`src/shared/pll_ctrl_pkg.sv`:
```
// shared constants, types and timing figures for the fractional loop controller
package pll_ctrl_pkg;

  // reference select encodings
  localparam logic [1:0] REF_SLOW_XTAL = 2'h0;
  localparam logic [1:0] REF_MULTI_XTAL = 2'h1;
  localparam logic [1:0] REF_GENERIC = 2'h2;

  // field widths
  localparam int DIV_W = 11;
  localparam int RINT_W = 12;
  localparam int RFRAC_W = 4;
  localparam int LT_W = 16;
  localparam int MULT_W = 17;

  // ratio fraction denominator and its shift
  localparam int FRAC_DEN = 16;
  localparam int FRAC_SH = 4;

  // flag vector bit positions
  localparam int FLG_LOCK = 0;
  localparam int FLG_LOST = 1;
  localparam int FLG_FAIL = 2;
  localparam int FLG_LOCK_TIMER_TIMEOUT_FLAG = 3;

  // reset values
  localparam logic [3:0] FLAGS_RST = 4'h0;
  localparam logic [MULT_W-1:0] MULT_RST = 17'h0_0010;
  localparam logic [11:0] DIVISOR_RST = 12'h0_002;

  // lock timer base interval, in 32 kHz ticks, doubled per select step
  localparam logic [LT_W-1:0] LT_BASE_TICKS = 16'h0_100;

  // time the lock stays masked after a ratio update
  localparam int CLK_PERIOD_NS = 40;
  localparam int SETTLE_NS = 2000;
  localparam int SETTLE_CYC = (SETTLE_NS + CLK_PERIOD_NS - 1) / CLK_PERIOD_NS;
  localparam int SETTLE_W = 6;

  // controller states
  typedef enum logic [1:0] {ST_OFF, ST_STARTUP, ST_ACQ, ST_RUN} pll_state_t;

  // lock timer load value for a nonzero select
  function automatic logic [LT_W-1:0] lt_ticks(input logic [2:0] sel);
    lt_ticks = LT_BASE_TICKS << (sel - 3'h1);
  endfunction

endpackage

```
`src/shared/lock_timer_if.sv`:
```
// handshake between controller and its lock timer
interface lock_timer_if;
  logic            start;
  logic            tick;
  logic [15:0]     load;
  logic            done;
  logic            busy;

  modport ctrl (output start, output tick, output load, input done, input busy);
  modport timer (input start, input tick, input load, output done, output busy);
endinterface

```
`src/design/fractional_pll_controller.sv`:
```
// control, gating and status logic around the fractional loop core
module fractional_pll_controller
  import pll_ctrl_pkg::*;
(
  // clock and reset
  input  wire logic               ref_clk,
  input  wire logic               nrst,
  // software control
  input  wire logic               enable,
  input  wire logic [1:0]         reference_select,
  input  wire logic [DIV_W-1:0]   xtal_divider,
  input  wire logic               ratio_wr,
  input  wire logic [RINT_W-1:0]  ratio_integer,
  input  wire logic [RFRAC_W-1:0] ratio_fraction,
  input  wire logic [2:0]         lock_time_sel,
  input  wire logic               wake_fast,
  input  wire logic               lock_bypass,
  input  wire logic               filter_override,
  input  wire logic [1:0]         filter_value,
  input  wire logic               low_power_en,
  input  wire logic [3:0]         flag_clear,
  // loop core and clock inputs from other domains
  input  wire logic               core_lock,
  input  wire logic               core_startup_done,
  input  wire logic               lock_timer_clock,
  // loop core control
  output logic                    core_enable_r,
  output logic [1:0]              ref_mux_sel_r,
  output logic [11:0]             ref_divisor_r,
  output logic [MULT_W-1:0]       loop_mult_q4_r,
  output logic                    frac_mode_r,
  output logic                    filter_auto_r,
  output logic [1:0]              filter_sel_r,
  output logic                    tdc_bypass_r,
  // output clock gate and status
  output logic                    output_clock_gate_r,
  output logic                    lock_status_r,
  output logic                    clock_stable_r,
  output logic [3:0]              interrupt_flag_r
);

  // synchronised foreign inputs
  logic lock_s, ready_s, ltclk_s, ltclk_d_r;
  sync2 #(.W(3)) u_sync (
    .ref_clk (ref_clk),
    .nrst    (nrst),
    .d       ({core_lock, core_startup_done, lock_timer_clock}),
    .q       ({lock_s, ready_s, ltclk_s})
  );

  // lock timer on the 32 kHz tick
  lock_timer_if tif ();
  lock_timer u_timer (
    .ref_clk (ref_clk),
    .nrst    (nrst),
    .tif     (tif)
  );

  pll_state_t           state_r, state_nxt;
  logic                 en_d_r, timer_ok_r, timer_ok_nxt;
  logic [SETTLE_W-1:0]  settle_r, settle_nxt;
  logic                 lock_ind, start_evt, ratio_evt, lt_on;
  logic                 gate_nxt, lock_nxt, stable_nxt;
  logic [3:0]           flags_nxt;
  logic [RINT_W-1:0]    rint_r, rint_nxt;
  logic [RFRAC_W-1:0]   rfrac_r, rfrac_nxt;

  // event decode
  assign start_evt = enable && !en_d_r;
  assign ratio_evt = ratio_wr && enable;
  assign lt_on     = (lock_time_sel != 3'h0);
  assign tif.tick  = ltclk_s && !ltclk_d_r;
  assign tif.start = (start_evt || ratio_evt) && lt_on;
  assign tif.load  = lt_ticks(lock_time_sel);

  // lock source: timer validated or core lock, masked while settling
  always_comb begin
    if (lt_on) begin
      lock_ind = timer_ok_r;
    end else begin
      lock_ind = lock_s;
    end
    if (settle_r != '0) begin
      lock_ind = 1'b0;
    end
    // a ratio write drops lock on its own edge, before the mask is loaded
    if (ratio_evt) begin
      lock_ind = 1'b0;
    end
  end

  // sequencer, lock timer validation and settle counter
  always_comb begin
    state_nxt    = state_r;
    timer_ok_nxt = timer_ok_r;
    settle_nxt   = settle_r;
    if (tif.done) begin
      timer_ok_nxt = 1'b1;
    end
    if (tif.start) begin
      timer_ok_nxt = 1'b0;
    end
    if (ratio_evt) begin
      settle_nxt = SETTLE_W'(SETTLE_CYC);
    end else if (settle_r != '0) begin
      settle_nxt = settle_r - 1'b1;
    end
    case (state_r)
      ST_OFF: begin
        if (enable) begin
          state_nxt = ST_STARTUP;
        end
      end
      ST_STARTUP: begin
        if (ready_s) begin
          state_nxt = wake_fast ? ST_RUN : ST_ACQ;
        end
      end
      ST_ACQ: begin
        if (lt_on ? tif.done : lock_ind) begin
          state_nxt = ST_RUN;
        end
      end
      ST_RUN: state_nxt = ST_RUN;
      default: state_nxt = ST_OFF;
    endcase
    if (!enable) begin
      state_nxt    = ST_OFF;
      timer_ok_nxt = 1'b0;
      settle_nxt   = '0;
    end
  end

  // gate, lock and stability
  always_comb begin
    gate_nxt   = (state_nxt == ST_RUN) && (lock_bypass || lock_ind);
    if (state_r != ST_RUN && state_nxt == ST_RUN) begin
      gate_nxt = 1'b1;
    end
    lock_nxt   = enable && lock_ind;
    stable_nxt = enable && lock_nxt;
  end

  // interrupt flags: set wins over write-one clear
  always_comb begin
    flags_nxt = interrupt_flag_r & ~flag_clear;
    if (lock_nxt && !lock_status_r) begin
      flags_nxt[FLG_LOCK] = 1'b1;
    end
    if (!lock_nxt && lock_status_r && enable) begin
      flags_nxt[FLG_FAIL] = 1'b1;
      if (state_r == ST_RUN) begin
        flags_nxt[FLG_LOST] = 1'b1;
      end
    end
    if (tif.done && enable) begin
      flags_nxt[FLG_LOCK_TIMER_TIMEOUT_FLAG] = 1'b1;
    end
  end

  // ratio holding registers
  always_comb begin
    rint_nxt  = rint_r;
    rfrac_nxt = rfrac_r;
    if (ratio_wr) begin
      rint_nxt  = ratio_integer;
      rfrac_nxt = ratio_fraction;
    end
  end

  // sequencer registers
  always_ff @(posedge ref_clk or negedge nrst) begin
    if (!nrst) begin
      state_r             <= ST_OFF;
      en_d_r              <= 1'b0;
      ltclk_d_r           <= 1'b0;
      timer_ok_r          <= 1'b0;
      settle_r            <= '0;
      output_clock_gate_r <= 1'b0;
      lock_status_r       <= 1'b0;
      clock_stable_r      <= 1'b0;
      interrupt_flag_r    <= FLAGS_RST;
    end else begin
      state_r             <= state_nxt;
      en_d_r              <= enable;
      ltclk_d_r           <= ltclk_s;
      timer_ok_r          <= timer_ok_nxt;
      settle_r            <= settle_nxt;
      output_clock_gate_r <= gate_nxt;
      lock_status_r       <= lock_nxt;
      clock_stable_r      <= stable_nxt;
      interrupt_flag_r    <= flags_nxt;
    end
  end

  // core configuration registers
  always_ff @(posedge ref_clk or negedge nrst) begin
    if (!nrst) begin
      rint_r         <= '0;
      rfrac_r        <= '0;
      core_enable_r  <= 1'b0;
      ref_mux_sel_r  <= REF_SLOW_XTAL;
      ref_divisor_r  <= DIVISOR_RST;
      loop_mult_q4_r <= MULT_RST;
      frac_mode_r    <= 1'b0;
      filter_auto_r  <= 1'b1;
      filter_sel_r   <= 2'h0;
      tdc_bypass_r   <= 1'b0;
    end else begin
      rint_r         <= rint_nxt;
      rfrac_r        <= rfrac_nxt;
      core_enable_r  <= enable;
      ref_mux_sel_r  <= (reference_select > REF_GENERIC) ? REF_SLOW_XTAL
                        : reference_select;
      ref_divisor_r  <= {xtal_divider, 1'b0} + 12'h0_002;
      loop_mult_q4_r <= ({5'h00, rint_nxt} + 17'h0_0001) * 17'(FRAC_DEN)
                        + {13'h0000, rfrac_nxt};
      frac_mode_r    <= (rfrac_nxt != '0);
      filter_auto_r  <= !filter_override;
      filter_sel_r   <= filter_value;
      tdc_bypass_r   <= low_power_en;
    end
  end
endmodule // fractional_pll_controller

```
`src/design/lock_timer.sv`:
```
// lock timer counting 32 kHz ticks down to zero
module lock_timer (
  // clock and reset
  input  wire logic ref_clk,
  input  wire logic nrst,
  // control
  lock_timer_if.timer tif
);
  logic [15:0] cnt_r, cnt_nxt;
  logic        done_r, done_nxt;

  // load on start, decrement per tick, pulse on reaching zero
  always_comb begin
    cnt_nxt  = cnt_r;
    done_nxt = 1'b0;
    if (tif.start) begin
      cnt_nxt = tif.load;
    end else if (tif.tick && cnt_r != 16'h0000) begin
      cnt_nxt  = cnt_r - 16'h0001;
      done_nxt = (cnt_r == 16'h0001);
    end
  end

  // registers
  always_ff @(posedge ref_clk or negedge nrst) begin
    if (!nrst) begin
      cnt_r  <= 16'h0000;
      done_r <= 1'b0;
    end else begin
      cnt_r  <= cnt_nxt;
      done_r <= done_nxt;
    end
  end

  assign tif.done = done_r;
  assign tif.busy = (cnt_r != 16'h0000);
endmodule // lock_timer

```
`src/design/sync2.sv`:
```
// two-flop synchroniser for levels from foreign clocks
module sync2 #(
  parameter int W = 1
) (
  // clock and reset
  input  wire logic         ref_clk,
  input  wire logic         nrst,
  // data
  input  wire logic [W-1:0] d,
  output logic      [W-1:0] q
);
  logic [W-1:0] meta_r;

  // first stage feeds only the second
  always_ff @(posedge ref_clk or negedge nrst) begin
    if (!nrst) begin
      meta_r <= '0;
      q      <= '0;
    end else begin
      meta_r <= d;
      q      <= meta_r;
    end
  end
endmodule // sync2

```
`config.mk`:
```
export PLATFORM = sky130hd
export DESIGN_NAME = fractional_pll_controller
export DESIGN_NICKNAME = d
export VERILOG_FILES = /design/src/shared/pll_ctrl_pkg.sv /design/src/shared/lock_timer_if.sv /design/src/design/fractional_pll_controller.sv /design/src/design/lock_timer.sv /design/src/design/sync2.sv
export SDC_FILE = /design/constraint.sdc
export NUM_CORES = 1
export LEC_CHECK = 0
export BUFFER_PORTS_ARGS = -buffer_cell sky130_fd_sc_hd__buf_2
export CORE_MARGIN = 10
export CORE_UTILIZATION = 30
export CTS_CLUSTER_SIZE = 25
export DETAILED_ROUTE_END_ITERATION = 7
export HOLD_SLACK_MARGIN = 0.05
export PLACE_DENSITY = 0.55
export SETUP_SLACK_MARGIN = 0.3
export SLEW_MARGIN = 20
export SYNTH_ARGS = -nofsm -noshare
export SYNTH_HDL_FRONTEND = slang
export SYNTH_HIERARCHICAL = 1
export SYNTH_SLANG_ARGS = --single-unit
```
`constraint.sdc`:
```
create_clock -name ref_clk -period 2.6 [get_ports ref_clk]
set_clock_uncertainty 0.05 [all_clocks]
set_input_delay 0.52 -clock ref_clk [delete_from_list [all_inputs] [get_ports ref_clk]]
set_output_delay 0.52 -clock ref_clk [all_outputs]
set_load 0.01 [all_outputs]
```
# [After elaboration in Yosys (flattened, before gate mapping)]
# Cells that the tools add are included.
# W data, S select, Z words.
[totals] ff_bits=93 inputBits=49 word_cells=93
[classes] n_addsub=6 n_lt_le_gt_ge=1 eq_ne=8 n_shift=1 n_mux=27 bitwise=2 reduce_logical=26
[ops] op="$mux W16" n=2
[ops] op="$mux W6" n=3
[ops] op="$add A17 B4 Y17" n=1
[ops] op="$eq A16 B1 Y1 const B" n=1
[ops] op="$reduce_bool A16 Y1" n=1
[ops] op="$shl A9 B3 Y16 const A" n=1
[ops] op="$sub A16 B1 Y16 const B" n=1
[ops] op="$mux W1" n=14
[ops] op="$add A12 B1 Y13 const B" n=1
[ops] op="$logic_and A1 B1 Y1" n=13
[ops] op="$add A12 B2 Y12 const B" n=1
[ops] op="$mux W12" n=1
[ops] op="$mux W2" n=5
[ops] op="$pmux W2 S4" n=1
[ops] op="$eq A2 B2 Y1 const B" n=3
[ops] op="$ne A3 B1 Y1 const B" n=2
[ops] op="$reduce_bool A6 Y1" n=1
[ops] op="$sub A6 B1 Y6 const B" n=1
[ops] op="$logic_not A1 Y1" n=5
[ops] op="$and A4 B4 Y4" n=1
[ops] op="$mux W4" n=1
[ops] op="$not A4 Y4" n=1
[ops] op="$reduce_bool A4 Y1" n=1
[ops] op="$reduce_bool A3 Y1" n=1
[ops] op="7 further kinds" n=8

# [Logic depth before layout (Yosys ltp)]
# Gate-level depths: netlist (run 1).
[logic_depth] depth_word=11 mapped_depth=9

# [Modules after synthesis]
# The synthesis (run 1) kept the hierarchy.
[modules_own_cells] mod="fractional_pll_controller" n_inst=1 cells_per_inst=231 area_each_um2=2750.1
[modules_own_cells] mod="lock_timer" n_inst=1 cells_per_inst=141 area_each_um2=1171.1
[modules_own_cells] mod="sync2" n_inst=1 cells_per_inst=6 area_each_um2=150.1

# [Worst setup path before layout (run 1)]
# Ideal clock, no wire load.
[synth_timing] path_kind="input -> register" start="input ratio_wr" end="register u_timer.cnt_r[12]" t_arrival_ns=2.032 required_time_ns=2.463 slack_ns=0.432 cell_stages=8 path_buffers=2 cell_sequence="buf_2 > buf_2 > inv_1 > a21oi_1 > and2_1 > or3_1 > or4_1 > o211ai_1"
[synth_between] elab_chain_len=4 elab_cells_between_ends=5 cone_classes="1 x mux; 4 x reduce/logical"
[synth_lines] element="start: declaration" line="fractional_pll_controller.sv:12" source="input wire logic ratio_wr,"
[synth_lines] element="$logic_and A1 B1 Y1 *" line="fractional_pll_controller.sv:70" source="assign ratio_evt = ratio_wr && enable;"
[synth_lines] element="$logic_or A1 B1 Y1 *" line="fractional_pll_controller.sv:73" source="assign tif.start = (start_evt || ratio_evt) && lt_on;"
[synth_lines] element="$logic_and A1 B1 Y1 *" line="fractional_pll_controller.sv:73"
[synth_lines] element="net tif.start" line="lock_timer_if.sv:3" source="logic start;"
[synth_lines] element="$mux W16 or $reduce_bool A2 Y1 (tied branches)"
[synth_lines] element="end signal: assignment" line="lock_timer.sv:30" source="cnt_r <= cnt_nxt;"
[synth_lines] element="end: declaration" line="lock_timer.sv:9" source="logic [15:0] cnt_r, cnt_nxt;"
# Mark *: on every way through the listed nets, which the timed path passes. The rest lies on a longest branch.
# A chain may end at the register's enable or synchronous reset.

# [Worst setup path after layout (run 1)]
[layout_timing] start="register u_timer.cnt_r[2]" end="register u_timer.cnt_r[7]"
[layout_between] elab_chain_len=3 elab_cells_between_ends=6 cone_classes="1 x add/sub; 2 x mux; 3 x reduce/logical"
[layout_lines] element="$sub A16 B1 Y16 or $reduce_bool A16 Y1 (tied branches)"
[layout_lines] element="$mux W16 or $logic_and A1 B1 Y1 (tied branches)" line="lock_timer.sv:18" source="end else if (tif.tick && cnt_r != 16'h0000) begin"
[layout_lines] element="$mux W16 or $reduce_bool A2 Y1 (tied branches)"
# Several ways; a longest one is shown, not always the timed one. The select of a mux whose other input is x is not followed.

==> results of run 1 <==
==> registers in the layout, indices dropped and copies added (netlist names), 3 cells and up <==
| signal | count |
|---|---|
| rint_r | 12 |
| rfrac_r | 3 |
| settle_r | 6 |
| u_sync/meta_r | 3 |
| ref_divisor_r | 11 |
| u_sync/q | 3 |
| interrupt_flag_r | 4 |
| u_timer/cnt_r | 16 |
| loop_mult_q4_r | 14 |
==> synth_stat cells (all sizes together) (4+ instances only) <==
cell    number
ha           8
dfrtp       84
and3         4
nor2b        6
nor3         9
or4          6
xnor2       17
mux2        10
nor4         8
o21ai       16
nand3       18
mux2i       11
buf          9
clkbuf       8
o311ai       4
or3          7
nand4        4
nand3b       4
nand2       26
a21oi       15
nand2b       5
xor2         5
inv         24
nor3b        6
nor2        21
==> layout make-up <==
type                    count  area [µm²]
flip-flops and latches     87        2180
clock buffers              11         253
multi-input cells         258        1740
well taps                 176         220
repair buffers             99         531
clock inverters             5        31.3
fillers                  1343        8200
inverters                  24        90.1
==> worst max path at each step <==
stage | slack, ns | end | depth (start not counted)
floorplan | 0.43 | u_timer/cnt_r[12] | 8
global placement | 0.33 | loop_mult_q4_r[14] | 8
detailed placement | 0.27 | loop_mult_q4_r[14] | 8
CTS | 0.53 | u_timer/cnt_r[7] | 4
global route | 0.34 | u_timer/cnt_r[3] | 7
finish | 0.54 | u_timer/cnt_r[7] | 4
==> worst max-delay path, delay by kind of cell (launching register included) <==
kind,cells,cell delay [ns]
AO/OA/AOI/OAI,2,0.44
flip-flops,1,0.45
AND/OR/NAND/NOR,2,1.05
==> power groups by stage <==
stage,Sequential [mW],Clock [mW],Combinational (mW)
final,1.58,1.22,0.526
after detailed placement,1.60,0,0.534
after CTS,1.58,1.28,0.535
after global routing,1.59,1.32,0.600
after global placement,1.60,0,0.530
after floorplan,1.59,0,0.328
==> routing by layer <==
| layer | track usage | vias to the layer above | wire [µm] | share of wire |
|---|---|---|---|---|
| li1 | - | 1531 | - | - |
| met1 | 0.127 | 1470 | 4150 | 0.44 |
| met2 | 0.156 | 75 | 4360 | 0.46 |
| met3 | 0.0561 | 9 | 826 | 0.087 |
| met4 | 0.0337 | 0 | 101 | 0.011 |
| met5 | 0 | - | 0 | 0 |
==> kinds of logic after synthesis <==
kind of cell / Yosys count / share of synthesized area
simple gates: 137 / 0.190
flops: 87 / 0.536
compound gates: 61 / 0.102
buf+inv: 41 / 0.0452
xor+xnor: 22 / 0.0473
mux: 21 / 0.0547
fa+ha+maj: 8 / 0.0246
other cells: 1 / 0.000921
==> through the flow <==
step,hold slack (ns),setup WS (ns)
finish,0.0807,0.541
global route,0.106,0.337
CTS,0.0802,0.533
detailed placement,0.292,0.265
global placement,0.283,0.332
floorplan,0.174,0.432
==> impl_metrics.ini, run 1 <==
[global_routing]
grt_max_degree = 51
antenna_found_initial = 0
grtUsageTotal = 0.105
grt_pass1_vias = 3194
grt-ovfl-total = 0
grt_pass1_wl_mm = 15.7

[cells_and_area]
stdcell_area_mm2 = 0.00504
nets = 536
drive_gt1_frac = 0.281
diodes = 0
utilization = 0.381
area_growth_pct = 23.8
finalNonFillerCells = 660
most-common-layout-cells = buf_2 (90), dfrtp_1 (84), nand2_1 (26)
layout_commonest_cell = buf_2

[floorplan]
dieArea_mm2 = 0.0186
die_h_um = 136
io_pins = 93
rows = 42
start_util = 0.307
core_mm2 = 0.0132
die_x_um = 136

[timing]
fin_crit_sh = 0.792
rsz0062_at_grt = no
relSlewSlack = 0.618
tightest_slew_ns = 0.569
setup_viol = 0
final_max_slew_viol_count = 0
tns_ns = 0
finalHoldViolCount = 0
fmax_ghz = 0.486
period_minus_slack_ns = 2.06

[logic_synthesis]
synthCells = 378
synth-seq-cells = 87
yosysTopAreaCell = dfrtp_1
synth_top_flop_cell = dfrtp_1
syn_area_mm2 = 0.00407
seq_area_frac_synth = 0.536
ys_types = 63
synthTopCellsByArea = dfrtp_1 (52%), xnor2_1 (3.7%), mux2_2 (2.8%)
async_flop_share = 1.00
syn_area_per_cell_um2 = 10.8
yosys_warnings = 6
synth_top_area_share = 0.516
synth_edf_count = 0

[clock_network]
cts_buffer_depth = 2
cts_tree = yes
clock_latency_ns = 0.34
clk_pin_slew_worst_paths_ns = 0.07
clockRootBuffer = clkbuf_16
cts_sinks = 87
postCtsHoldBufs = 0
cts_max_level = 3
cts_setup_buffers = 0
cts_resized = 0
numCtsBuffers = 9

[setup_path]
cp_slowest_stage_delay_ns = 0.66
required_ns = 2.83
crit-reg2reg-launch = u_timer/cnt_r[2]
path_cells = or4b_1 > or3_4 > a311o_1 > a21oi_1
crit_type = register to register
crit_path_end_kind = register
crit_arrival_ns = 2.28
critPathLaunchType = register
ff2ff_path_depth = 4
slowest_stage = or4b_1
r2r_end = u_timer/cnt_r[7]
critPathMaxFanout = 8
crit_path_start = u_timer/cnt_r[2]
r2r_slack_ns = 0.54

[power_and_ir_drop]
power_switching_mw = 0.918
seqPwrFrac = 0.474
p_sw_frac = 0.276
p_total_mw = 3.33
max-vdd-ir-drop_mv = 0.463
internal_power_mw = 2.41
power.leakage_nw = 2.27
powerDensity_mw_per_mm2 = 660
combPwrFrac = 0.158
clkPwrFrac = 0.368

[drt]
ant_nets = 0
wl_per_cell_um = 14.3
drc = 0
dr.pass1.iters = 4
routed_via_density = 4.67
drtIter0Drc = 215
route.vias.total = 3085
routed_wl_mm = 9.44

[placement]
port_buffers = 91
gp_congestion = 0.793
placedCellCount = 644
dp_hpwl_mm = 7.19
placed_area_mm2 = 0.00476

[flow_run]
cap_violations = 0

[outcome]
status = complete, no violations

[hold_path]
hold_class = input pin to asynchronous set/reset pin
Power figures use the tool's default switching activity.
==> run 2, diff against run 1 <==
==> constraint.sdc (replaced) <==
create_clock -name ref_clk -period 2.11 [get_ports ref_clk]
set_clock_uncertainty 0.05 [all_clocks]
set_input_delay 0.422 -clock ref_clk [delete_from_list [all_inputs] [get_ports ref_clk]]
set_output_delay 0.422 -clock ref_clk [all_outputs]
set_load 0.01 [all_outputs]
==> impl_metrics.ini, run 2 (synthesis results as in run 1) <==
[floorplan]
die_x_um = 136
die_h_um = 136
start_util = 0.307
rows = 42
io_pins = 93
dieArea_mm2 = 0.0186
core_mm2 = 0.0132

[cells_and_area]
largest-register = u_timer/cnt_r
most-common-layout-cells = buf_2 (90), dfrtp_1 (84), buf_4 (30)
layout_commonest_cell = buf_2
nets = 559
fillers = 1327
drive_gt1_frac = 0.347
top_regs = u_timer/cnt_r x16, loop_mult_q4_r x14, rint_r x12
largest_reg_flops = 16
area_growth_pct = 32.2
diodes = 0

[timing]
hold_ws_ns = 0.133
tightest_slew_ns = 0.528
setup_viol = 0
fin_crit_sh = 0.927
finalHoldViolCount = 0
relSlewSlack = 0.638
tns_ns = 0
final_max_slew_viol_count = 0
fmax_ghz = 0.511
period_minus_slack_ns = 1.96
rsz0062_at_grt = yes

[power_and_ir_drop]
seqPwrFrac = 0.449
internal_power_mw = 3.13
power_switching_mw = 1.19
power.leakage_nw = 2.42
clkPwrFrac = 0.371
p_sw_frac = 0.276
max-vdd-ir-drop_mv = 0.504
combPwrFrac = 0.180
powerDensity_mw_per_mm2 = 803

[drt]
routed_wl_mm = 9.99
drtIter0Drc = 146
dr.pass1.iters = 4
routed_via_density = 4.65
ant_nets = 0
route.vias.total = 3174
wl_per_cell_um = 14.6
drc = 0

[clock_network]
cts_tree = yes
clockRootBuffer = clkbuf_16
cts_buffer_depth = 2
cts_sinks = 87
cts_max_level = 3
clk_pin_slew_worst_paths_ns = 0.06
clock_latency_ns = 0.34
numCtsBuffers = 9

[setup_path]
critPathLaunchType = register
crit_path_end_kind = register
required_ns = 2.33
crit_type = register to register
critPathMaxFanout = 6
crit_arrival_ns = 2.17

[global_routing]
grtUsageTotal = 0.111
grt_max_degree = 38
grt_pass1_vias = 3395
antenna_found_initial = 0
grt-ovfl-total = 0
grt_pass1_wl_mm = 16.7

[placement]
dp_hpwl_mm = 7.63
gp_congestion = 0.850
port_buffers = 91

[outcome]
status = complete, no violations

[hold_path]
hold_class = input pin to register

[flow_run]
cap_violations = 0
[run 2: cell count changes in the layout (fill, tap and decap cells not counted), moves of 2 or more]
cell    before  now
or4_1        6    4
or4_4        0    2
inv_1       24   20
buf_4        8   30
nor4_4       0    2
nor4_1       6    3
inv_2        0    3
[run 2: power by group through the flow]
stage	logic [mW]	registers (mW)	clock network, mW
finish	0.777	1.94	1.60
global route	0.871	1.97	1.74
CTS	0.755	1.94	1.66
detailed placement	0.721	1.96	0
global placement	0.710	1.96	0
floorplan	0.417	1.96	0
[run 2: path summary, 6_finish.rpt]
kind / from / end / slack [ns] / cells after the start
setup / recovery: u_timer/cnt_r[0] / u_timer/cnt_r[7] / 0.15 / 4
hold / removal: low_power_en / tdc_bypass_r / 0.13 / 1
setup reg to reg: u_timer/cnt_r[0] / u_timer/cnt_r[7] / 0.15 / 4
hold reg to reg: u_sync/meta_r[2] / u_sync/q[2] / 0.30 / 0
max in group asynchronous: nrst / u_timer/cnt_r[6] / 0.91 / 3
min in group asynchronous: nrst / frac_mode_r / 0.52 / 2
[run 2: layout make-up]
type	count	area, µm²	area share
multi-input cells	258	1880	0.350
clock inverters	5	56.3	0.0105
clock buffers	11	243	0.0451
flip-flops and latches	87	2180	0.405
well taps	176	220	0.0409
repair buffers	122	706	0.131
inverters	24	92.6	0.0172
[run 2: per-stage QoR]
stage,power [mW],setup WS (ns),cells,utilization,cell area (µm²)
5_1_grt,4.57,0.113,683,0.406,5380
3_5_place_dp,2.68,0.0466,662,0.371,4920
2_1_floorplan,2.38,0.0848,386,-,4150
3_3_place_gp,2.67,0.124,662,0.371,4920
6_report,4.32,0.154,683,0.406,5380
4_1_cts,4.35,0.178,680,0.399,5290
[run 2: critical path: stages (launching register included)]
cell and delay (ns):
dfrtp_1 0.43, or4b_4 0.60, or3_4 0.37, a311o_1 0.28
a21oi_1 0.15
[run 2: per-layer routing]
layer,up-vias,wire length [µm],GRT usage
met5,-,0,0
met4,0,121,0.0290
li1,1576,-,-
met2,94,4430,0.167
met1,1494,4290,0.130
met3,10,1150,0.0693
[run 2: repair_timing]
action	CTS	global route
resized for setup	10	13
hold endpoints to repair	31	0
setup endpoints to repair	17	17
hold buffers	1	0
buffers inserted	1	3
pin swaps	1	2
